`src/fault_summary_pkg.sv`:
```
// Constants, carriers and decode helpers for the fault summary status word
package fault_summary_pkg;

	localparam int unsigned ADDR_W = 8;
	localparam int unsigned DATA_W = 16;
	localparam int unsigned HI_W   = 9;

	// Register placement and reset image of the whole status word
	localparam logic [ADDR_W-1:0] STATUS_HI_ADDR = 8'h01;
	localparam logic [ADDR_W-1:0] BAD_ADDR_MIN   = 8'hFF;
	localparam logic [DATA_W-1:0] STATUS_RESET   = 16'h7FC8;

	// Bit positions inside the status word
	localparam int unsigned BIT_RESET_SEEN  = 15;
	localparam int unsigned BIT_POWER       = 14;
	localparam int unsigned BIT_CONVERTER   = 13;
	localparam int unsigned BIT_DIGITAL     = 12;
	localparam int unsigned BIT_OVERCURRENT = 11;
	localparam int unsigned BIT_CHECK       = 10;
	localparam int unsigned BIT_TIMEOUT     = 9;
	localparam int unsigned BIT_EDGE_COUNT  = 8;
	localparam int unsigned BIT_BAD_ADDR    = 7;
	localparam int unsigned SUMMARY_CNT     = 4;

	// Reset image of bits 15..7 only
	localparam logic [HI_W-1:0] STATUS_HI_RESET = STATUS_RESET[DATA_W-1:BIT_BAD_ADDR];

	typedef struct packed {
		logic              valid;
		logic              write;
		logic [ADDR_W-1:0] addr;
		logic [DATA_W-1:0] wdata;
	} reg_access_s;

	// Each field high while any unmasked flag of that source register is set
	typedef struct packed {
		logic power;
		logic converter;
		logic digital;
		logic overcurrent;
	} summary_faults_s;

	// One-cycle pulses from the serial frame engine
	typedef struct packed {
		logic check;
		logic timeout;
		logic edge_count;
	} frame_errors_s;

	function automatic logic is_status_write(input reg_access_s acc);
		is_status_write = acc.valid && acc.write && (acc.addr == STATUS_HI_ADDR);
	endfunction

	function automatic logic is_bad_address(input reg_access_s acc);
		is_bad_address = acc.valid && (acc.addr >= BAD_ADDR_MIN);
	endfunction

endpackage

```
`src/fault_summary_status.sv`:
```
// Bits 15..7 of the top-level status word: sticky summaries and per-frame faults
//
// Function
// (RQ1) Reset flag reads 0 after reset, write-1 restores
// (RQ2) Supply summary low while unmasked supply fault
// (RQ3) Converter summary low while unmasked converter fault
// (RQ4) Digital summary low while unmasked digital fault
// (RQ5) Overcurrent summary low while unmasked comparator fault
// (RQ6) Check-error bit shows last frame's fault
// (RQ7) Timeout bit shows last frame's timeout
// (RQ8) Edge-count bit shows last frame's miscount
// (RQ9) Address FFh or above counts as bad access
// (RQ10) Bad-address bit low in following frame only
// (RQ11) Word at address 01h, resets to 7FC8h
// (RQ12) Zero writes and read-only bit writes ignored
`timescale 1ns/10ps
module fault_summary_status
(
	input  wire logic                                      ref_clk,
	input  wire logic                                      reset_seen_flag_low,
	input  wire fault_summary_pkg::reg_access_s            reg_access,
	input  wire fault_summary_pkg::summary_faults_s        summary_faults,
	input  wire logic                                      frame_start,
	input  wire fault_summary_pkg::frame_errors_s          frame_errors,
	output logic [fault_summary_pkg::HI_W-1:0]             status_hi
);

	logic                                          status_write;
	logic                                          bad_access;
	logic [fault_summary_pkg::SUMMARY_CNT-1:0]     summary_any;
	logic [fault_summary_pkg::SUMMARY_CNT-1:0]     summary_restore;
	logic [fault_summary_pkg::SUMMARY_CNT-1:0]     summary_low_q;

	logic reset_seen_flag_low_q;
	logic frame_check_error_low_q;
	logic frame_timeout_low_q;
	logic edge_count_error_low_q;
	logic bad_address_access_low_q;

	// Faults collected within the frame in progress
	logic check_pend_q;
	logic timeout_pend_q;
	logic edge_count_pend_q;
	logic bad_addr_pend_q;

	logic power_fault_summary_low;
	logic converter_fault_summary_low;
	logic logic_fault_summary_low;
	logic overcurrent_fault_summary_low;

	assign status_write = fault_summary_pkg::is_status_write(reg_access); // [RQ11]
	assign bad_access   = fault_summary_pkg::is_bad_address(reg_access);  // [RQ9]

	// Index 3..0 follows bit 14..11
	assign summary_any = {summary_faults.power, summary_faults.converter,
		summary_faults.digital, summary_faults.overcurrent};

	// Only ones in the write data restore; zeros leave the flags alone
	assign summary_restore = {4{status_write}} &
		reg_access.wdata[fault_summary_pkg::BIT_POWER:fault_summary_pkg::BIT_OVERCURRENT]; // [RQ12]

	genvar g;
	generate
		for (g = 0; g < fault_summary_pkg::SUMMARY_CNT; g = g + 1)
		begin : gen_summary
			summary_flag_cell u_cell
			(
				.ref_clk     (ref_clk),
				.reset_seen_flag_low      (reset_seen_flag_low),
				.fault_any   (summary_any[g]),
				.restore_req (summary_restore[g]),
				.flag_low_q  (summary_low_q[g])
			);
		end
	endgenerate

	assign power_fault_summary_low       = summary_low_q[3];
	assign converter_fault_summary_low   = summary_low_q[2];
	assign logic_fault_summary_low       = summary_low_q[1];
	assign overcurrent_fault_summary_low = summary_low_q[0];

	// Cleared by any reset; only a host write of one brings it back
	always_ff @(posedge ref_clk)
	begin
		if (!reset_seen_flag_low)
			reset_seen_flag_low_q <= fault_summary_pkg::STATUS_RESET[fault_summary_pkg::BIT_RESET_SEEN]; // [RQ1]
		else if (status_write && reg_access.wdata[fault_summary_pkg::BIT_RESET_SEEN])
			reset_seen_flag_low_q <= 1'b1; // [RQ1] [RQ12]
	end

	// Pending faults of the running frame; a pulse at frame_start still
	// belongs to the frame that is ending, so the pending set just restarts
	always_ff @(posedge ref_clk)
	begin
		if (!reset_seen_flag_low)
		begin
			check_pend_q      <= 1'b0;
			timeout_pend_q    <= 1'b0;
			edge_count_pend_q <= 1'b0;
			bad_addr_pend_q   <= 1'b0;
		end
		else if (frame_start)
		begin
			check_pend_q      <= 1'b0;
			timeout_pend_q    <= 1'b0;
			edge_count_pend_q <= 1'b0;
			bad_addr_pend_q   <= 1'b0;
		end
		else
		begin
			check_pend_q      <= check_pend_q | frame_errors.check;           // [RQ6]
			timeout_pend_q    <= timeout_pend_q | frame_errors.timeout;       // [RQ7]
			edge_count_pend_q <= edge_count_pend_q | frame_errors.edge_count; // [RQ8]
			bad_addr_pend_q   <= bad_addr_pend_q | bad_access;                // [RQ9]
		end
	end

	// Shown flags change only at a frame boundary or in reset; host writes never touch them
	always_ff @(posedge ref_clk)
	begin
		if (!reset_seen_flag_low)
		begin
			frame_check_error_low_q  <= 1'b1;
			frame_timeout_low_q      <= 1'b1;
			edge_count_error_low_q   <= 1'b1;
			bad_address_access_low_q <= 1'b1;
		end
		else if (frame_start)
		begin
			frame_check_error_low_q  <= !(check_pend_q | frame_errors.check);           // [RQ6]
			frame_timeout_low_q      <= !(timeout_pend_q | frame_errors.timeout);       // [RQ7]
			edge_count_error_low_q   <= !(edge_count_pend_q | frame_errors.edge_count); // [RQ8]
			bad_address_access_low_q <= !(bad_addr_pend_q | bad_access);                // [RQ10]
		end
	end

	assign status_hi = {reset_seen_flag_low_q, power_fault_summary_low,
		converter_fault_summary_low, logic_fault_summary_low,
		overcurrent_fault_summary_low, frame_check_error_low_q,
		frame_timeout_low_q, edge_count_error_low_q,
		bad_address_access_low_q}; // [RQ11]

	// Checks against the status word behaviour

	property p_reset_flag_after_reset;
		@(posedge ref_clk)
		$rose(reset_seen_flag_low) |-> !reset_seen_flag_low_q;
	endproperty
	a_reset_flag_after_reset: assert property (p_reset_flag_after_reset) // [RQ1]
		else $error("Reset flag not low after reset");

	property p_reset_image;
		@(posedge ref_clk)
		$rose(reset_seen_flag_low) |-> status_hi == fault_summary_pkg::STATUS_HI_RESET;
	endproperty
	a_reset_image: assert property (p_reset_image) // [RQ11]
		else $error("Status bits 15..7 differ from reset image");

	property p_reset_held_image;
		@(posedge ref_clk)
		!reset_seen_flag_low |=> status_hi == fault_summary_pkg::STATUS_HI_RESET;
	endproperty
	a_reset_held_image: assert property (p_reset_held_image) // [RQ1] [RQ11]
		else $error("Status bits 15..7 not at reset image during reset");

	property p_reset_flag_rises_on_write;
		@(posedge ref_clk) disable iff (!reset_seen_flag_low)
		$rose(reset_seen_flag_low_q) |->
			$past(status_write) && $past(reg_access.wdata[fault_summary_pkg::BIT_RESET_SEEN]);
	endproperty
	a_reset_flag_rises_on_write: assert property (p_reset_flag_rises_on_write) // [RQ1]
		else $error("Reset flag restored without a write of one");

	property p_reset_flag_write_one;
		@(posedge ref_clk) disable iff (!reset_seen_flag_low)
		status_write && reg_access.wdata[fault_summary_pkg::BIT_RESET_SEEN]
			|=> reset_seen_flag_low_q;
	endproperty
	a_reset_flag_write_one: assert property (p_reset_flag_write_one) // [RQ1]
		else $error("Write of one did not restore reset flag");

	property p_reset_flag_zero_write;
		@(posedge ref_clk) disable iff (!reset_seen_flag_low)
		!reset_seen_flag_low_q && !(status_write &&
			reg_access.wdata[fault_summary_pkg::BIT_RESET_SEEN]) |=> !reset_seen_flag_low_q;
	endproperty
	a_reset_flag_zero_write: assert property (p_reset_flag_zero_write) // [RQ12]
		else $error("Reset flag changed without a write of one");

	property p_power_summary;
		@(posedge ref_clk) disable iff (!reset_seen_flag_low)
		summary_faults.power ##1 summary_faults.power |-> !power_fault_summary_low;
	endproperty
	a_power_summary: assert property (p_power_summary) // [RQ2]
		else $error("Power summary high while a power fault stands");

	property p_converter_summary;
		@(posedge ref_clk) disable iff (!reset_seen_flag_low)
		summary_faults.converter ##1 summary_faults.converter |-> !converter_fault_summary_low;
	endproperty
	a_converter_summary: assert property (p_converter_summary) // [RQ3]
		else $error("Converter summary high while a converter fault stands");

	property p_digital_summary;
		@(posedge ref_clk) disable iff (!reset_seen_flag_low)
		summary_faults.digital ##1 summary_faults.digital |-> !logic_fault_summary_low;
	endproperty
	a_digital_summary: assert property (p_digital_summary) // [RQ4]
		else $error("Digital summary high while a digital fault stands");

	property p_overcurrent_summary;
		@(posedge ref_clk) disable iff (!reset_seen_flag_low)
		summary_faults.overcurrent ##1 summary_faults.overcurrent
			|-> !overcurrent_fault_summary_low;
	endproperty
	a_overcurrent_summary: assert property (p_overcurrent_summary) // [RQ5]
		else $error("Overcurrent summary high while a comparator fault stands");

	// Restore must work once the source is clear, not merely be allowed
	property p_power_restore;
		@(posedge ref_clk) disable iff (!reset_seen_flag_low)
		status_write && reg_access.wdata[fault_summary_pkg::BIT_POWER] &&
			!summary_faults.power |=> power_fault_summary_low;
	endproperty
	a_power_restore: assert property (p_power_restore) // [RQ2]
		else $error("Power summary not restored by a write of one");

	property p_overcurrent_restore;
		@(posedge ref_clk) disable iff (!reset_seen_flag_low)
		status_write && reg_access.wdata[fault_summary_pkg::BIT_OVERCURRENT] &&
			!summary_faults.overcurrent |=> overcurrent_fault_summary_low;
	endproperty
	a_overcurrent_restore: assert property (p_overcurrent_restore) // [RQ5]
		else $error("Overcurrent summary not restored by a write of one");

	property p_check_recorded;
		@(posedge ref_clk) disable iff (!reset_seen_flag_low)
		frame_errors.check && !frame_start |=> check_pend_q;
	endproperty
	a_check_recorded: assert property (p_check_recorded) // [RQ6]
		else $error("Check error not held for the running frame");

	property p_edge_count_recorded;
		@(posedge ref_clk) disable iff (!reset_seen_flag_low)
		frame_errors.edge_count && !frame_start |=> edge_count_pend_q;
	endproperty
	a_edge_count_recorded: assert property (p_edge_count_recorded) // [RQ8]
		else $error("Edge count error not held for the running frame");

	property p_frame_pend_restart;
		@(posedge ref_clk) disable iff (!reset_seen_flag_low)
		frame_start |=> !(check_pend_q || timeout_pend_q ||
			edge_count_pend_q || bad_addr_pend_q);
	endproperty
	a_frame_pend_restart: assert property (p_frame_pend_restart) // [RQ6] [RQ7] [RQ8] [RQ10]
		else $error("Pending frame faults not restarted at frame start");

	property p_check_error_shown;
		@(posedge ref_clk) disable iff (!reset_seen_flag_low)
		frame_start |=> frame_check_error_low_q ==
			!($past(check_pend_q) || $past(frame_errors.check));
	endproperty
	a_check_error_shown: assert property (p_check_error_shown) // [RQ6]
		else $error("Check error bit wrong after frame start");

	property p_timeout_recorded;
		@(posedge ref_clk) disable iff (!reset_seen_flag_low)
		frame_errors.timeout && !frame_start |=> timeout_pend_q;
	endproperty
	a_timeout_recorded: assert property (p_timeout_recorded) // [RQ7]
		else $error("Timeout not held for the running frame");

	property p_timeout_next_frame;
		@(posedge ref_clk) disable iff (!reset_seen_flag_low)
		frame_start && (timeout_pend_q || frame_errors.timeout) |=> !frame_timeout_low_q;
	endproperty
	a_timeout_next_frame: assert property (p_timeout_next_frame) // [RQ7]
		else $error("Timeout not shown in following frame");

	property p_edge_count_clean_frame;
		@(posedge ref_clk) disable iff (!reset_seen_flag_low)
		frame_start && !edge_count_pend_q && !frame_errors.edge_count
			|=> edge_count_error_low_q;
	endproperty
	a_edge_count_clean_frame: assert property (p_edge_count_clean_frame) // [RQ8]
		else $error("Edge count bit not restored in clean frame");

	property p_bad_address_recorded;
		@(posedge ref_clk) disable iff (!reset_seen_flag_low)
		bad_access && !frame_start |=> bad_addr_pend_q;
	endproperty
	a_bad_address_recorded: assert property (p_bad_address_recorded) // [RQ9]
		else $error("Bad address access not held for the running frame");

	property p_bad_address_shown;
		@(posedge ref_clk) disable iff (!reset_seen_flag_low)
		frame_start && (bad_addr_pend_q || bad_access) |=> !bad_address_access_low_q;
	endproperty
	a_bad_address_shown: assert property (p_bad_address_shown) // [RQ10]
		else $error("Bad address access not shown in next frame");

	property p_bad_address_clean_frame;
		@(posedge ref_clk) disable iff (!reset_seen_flag_low)
		frame_start && !bad_addr_pend_q && !bad_access |=> bad_address_access_low_q;
	endproperty
	a_bad_address_clean_frame: assert property (p_bad_address_clean_frame) // [RQ10]
		else $error("Bad address bit not restored in clean frame");

	property p_frame_bits_hold;
		@(posedge ref_clk) disable iff (!reset_seen_flag_low)
		!frame_start |=> $stable({frame_check_error_low_q, frame_timeout_low_q,
			edge_count_error_low_q, bad_address_access_low_q});
	endproperty
	a_frame_bits_hold: assert property (p_frame_bits_hold) // [RQ10] [RQ12]
		else $error("Per-frame bit changed inside a frame");

endmodule

```
`src/summary_flag_cell.sv`:
```
// Sticky active-low summary flag with write-one-to-restore
`timescale 1ns/10ps
module summary_flag_cell
(
	input  wire logic ref_clk,
	input  wire logic reset_seen_flag_low,
	input  wire logic fault_any,
	input  wire logic restore_req,
	output logic      flag_low_q
);

	// Fault wins over a restore in the same cycle, so no event is lost
	always_ff @(posedge ref_clk)
	begin
		if (!reset_seen_flag_low)
			flag_low_q <= 1'b1;
		else if (fault_any)
			flag_low_q <= 1'b0; // [RQ2] [RQ3] [RQ4] [RQ5]
		else if (restore_req)
			flag_low_q <= 1'b1; // [RQ2] [RQ3] [RQ4] [RQ5]
	end

	property p_fault_drops_flag;
		@(posedge ref_clk) disable iff (!reset_seen_flag_low)
		fault_any |=> !flag_low_q;
	endproperty
	a_fault_drops_flag: assert property (p_fault_drops_flag) // [RQ2] [RQ3] [RQ4] [RQ5]
		else $error("Summary flag stayed high during a fault");

	property p_restore_needs_clear_and_write;
		@(posedge ref_clk) disable iff (!reset_seen_flag_low)
		$rose(flag_low_q) && $past(reset_seen_flag_low) |-> $past(restore_req) && !$past(fault_any);
	endproperty
	a_restore_needs_clear_and_write: assert property (p_restore_needs_clear_and_write) // [RQ12]
		else $error("Summary flag restored without a write or while faulted");

	property p_low_holds_without_write;
		@(posedge ref_clk) disable iff (!reset_seen_flag_low)
		!flag_low_q && !restore_req |=> !flag_low_q;
	endproperty
	a_low_holds_without_write: assert property (p_low_holds_without_write) // [RQ2] [RQ3]
		else $error("Summary flag left low state on its own");

endmodule
```
`config.mk`:
```
export PLATFORM = sky130hd
export DESIGN_NAME = fault_summary_status
export DESIGN_NICKNAME = d
export VERILOG_FILES = /design/src/fault_summary_pkg.sv /design/src/fault_summary_status.sv /design/src/summary_flag_cell.sv
export SDC_FILE = /design/constraint.sdc
export NUM_CORES = 1
export LEC_CHECK = 0
export BUFFER_PORTS_ARGS = -buffer_cell sky130_fd_sc_hd__buf_2
export CAP_MARGIN = 20
export CORE_MARGIN = 8
export CORE_UTILIZATION = 37
export CTS_CLUSTER_SIZE = 40
export DETAILED_ROUTE_END_ITERATION = 12
export PLACE_DENSITY = 0.74
export SYNTH_ARGS = -nofsm -noshare
export SYNTH_HDL_FRONTEND = slang
export SYNTH_SLANG_ARGS = --single-unit
```
`constraint.sdc`:
```
create_clock -name ref_clk -period 1.3 [get_ports ref_clk]
set_clock_uncertainty 0.1 [all_clocks]
set_input_delay 0.13 -clock ref_clk [delete_from_list [all_inputs] [get_ports ref_clk]]
set_output_delay 0.13 -clock ref_clk [all_outputs]
set_load 0.03 [all_outputs]
```
==> results.cfg <==
[run_status]
status = finished clean

[sta]
setup_viol = 0
slew_headroom_pct = 76.1
final_hold_viol_count = 0
rsz0062_at_grt = no
min_period_over_period_pct = 80.2
setup_tns_ns = 0
fin_crit_ns = 1.04
slew_viol_final = 0
worst_pin_slew_ns = 0.355
fmax_ghz = 0.959

[synthesis]
synthCells = 61
synth_area_leaders = dfxtp_1 (45%), buf_4 (12%), o21ai_0 (6.9%)
yosysSeqAreaShare_pct = 45.1
syn_avg_cell_area_um2 = 9.46
synth_nets = 97
ys_ff_latch = 13
synth_area_um2 = 577
yosys_warnings = 0
synth_top_area_share_pct = 45.1
synth_top_area_cell = dfxtp_1
ys_types = 20

[worst_setup_path]
crit_arrival_ns = 0.81
critPathBufInv = 1
endpoint_kind = primary output
slowest_stage = dfxtp_1
crit_chain = buf_2
startpoint_type = flip-flop
required_ns = 1.07
cp_max_fo = 2
critical_path_class = flip-flop to primary output
max_stage_delay_ns = 0.34
path_delay_family = flip-flops

[drt]
top_layer = met3
drt_iter0_drc = 6
wl_met1_um = 597
wl_per_cell_um = 13.3
vias_per_cell = 4.95
drc = 0
vias = 545
wl_um = 1460
routed-wl-met3_um = 133
firstDrtPassIters = 3
ant_nets = 0
route.met2.wl_um = 727

[clock_network]
numCtsBuffers = 3
cts_tree = done
cts.htree.levels = 1
cts.sink_count = 13
root_buffer = clkbuf_4
cts.path.max_buffers = 2
clock_latency_ns = 0.27
post-cts-setup-buffers = 0
clk_pin_slew_ns = 0.08

[die]
core-area_um2 = 1490
std_cell_rows = 14
dieWidth_um = 55.5
dieHeight_um = 55.5
fp.dieArea_um2 = 3080
ios = 45
start_util_pct = 38.7

[finish]
fillCellCount = 139
area_growth_pct = 36.0
seqCellArea_um2 = 260
antenna_cells = 0
drive_gt1_share_pct = 44.7
layout.cells.non_filler = 110
fin_area_um2 = 785
multi_input_area_um2 = 234
nets = 131

[place]
gp_congestion = 0.733
dpl_cell_area_um2 = 687
place_inst = 99
port_buffers = 33
place_hpwl_um = 1160

[min_path]
min_path_type = primary input to flip-flop

[power]
power.density_nw_per_um2 = 1060
p_leak_nw = 0.363
ir_drop_uv = 666
power_uw = 830

[global_routing]
grt_first_pass_wirelength_um = 2530
antenna_found_initial = 0
grt_usage_pct = 9.63
grt_max_degree = 12
grt-ovfl-total = 0
first_global_vias = 575

[run]
drv_cap = 0
-- cells in the final DEF, fill, tap and decap left out --
master | netlist | final
a21oi_1 | 1 | 1
a31o_2 | 1 | 1
a32o_2 | 1 | 1
a41oi_1 | 4 | 4
and2_0 | 1 | 1
and3_1 | 1 | 1
and3_2 | 1 | 1
and4_1 | 1 | 1
buf_2 | 0 | 33
clkbuf_4 | 0 | 3
clkinv_2 | 0 | 1
dfxtp_1 | 13 | 13
dlygate4sd3_1 | 0 | 7
inv_1 | 2 | 2
nand2_1 | 3 | 3
nand2b_1 | 1 | 1
nand3_1 | 1 | 1
nor2_1 | 6 | 6
nor4_4 | 1 | 1
nor4b_4 | 1 | 1
o21ai_0 | 8 | 8
o21ai_1 | 3 | 3
-- synthesized netlist by cell type --
master and n:
a21oi_1 1, a31o_2 1, a32o_2 1, a41oi_1 4
and2_0 1, and3_1 1, and3_2 1, and4_1 1
buf_4 9, clkbuf_1 2, dfxtp_1 13, inv_1 2
nand2_1 3, nand2b_1 1, nand3_1 1, nor2_1 6
nor4_4 1, nor4b_4 1, o21ai_0 8, o21ai_1 3
-- power by group --
| part | leakage [nW] | switching, mW | internal (mW) |
|---|---|---|---|
| clock | 0.0177 | 0.133 | 0.114 |
| combinational | 0.237 | 0.0842 | 0.0710 |
| sequential | 0.108 | 0.00911 | 0.419 |
-- final cells by class --
cell class	count	share of cell area [%]
clock buffer	3	2.87
multi-input combinational	35	29.8
timing repair buffer	40	30.0
sequential	13	33.2
clock inverter	1	0.638
inverter	2	0.957
tap	16	2.55
-- stage by stage --
step                utilization (%)  setup slack (ns)  hold WS (ns)
floorplan                         -             0.332         0.129
global placement               46.1             0.150         0.216
detailed placement             46.1             0.122         0.219
CTS                            52.7             0.239       0.00667
global route                   52.7             0.199        0.0296
finish                         52.7             0.257        0.0116
-- cells by family (layout without fill, tap and decap cells) --
logic type / after synthesis / in the layout / synth area share, %
buf+inv: 13 / 46 / 14.3
flops: 13 / 13 / 45.1
simple gates: 17 / 17 / 20.6
compound gates: 18 / 18 / 20.0
-- per-layer routing --
metal	global-route usage, %	up-vias
met2	17.0	23
met4	1.06	0
met5	0	-
li1	-	280
met3	5.71	0
met1	9.76	242
-- flip-flops by register name (all words and copies together), names as in the netlist --
name                           cells
reset_seen_flag_low_q              1
bad_address_access_low_q           1
edge_count_pend_q                  1
edge_count_error_low_q             1
timeout_pend_q                     1
check_pend_q                       1
bad_addr_pend_q                    1
gen_summary.u_cell.flag_low_q      4
frame_timeout_low_q                1
frame_check_error_low_q            1
-- path summary, 6_finish.rpt --
check	start	endpoint	slack [ns]	cells past startpoint
max	frame_check_error_low_q	status_hi[3]	0.26	1
min	reset_seen_flag_low	frame_timeout_low_q	0.01	2
max reg2reg	bad_address_access_low_q	bad_address_access_low_q	0.46	3
min reg2reg	bad_addr_pend_q	bad_addr_pend_q	0.36	2
-- what timing repair did --
item	in CTS	in global routing
hold endpoints to repair	7	0
gates resized for setup	0	0
hold buffers	7	0
(Power assumes the default switching activity.)
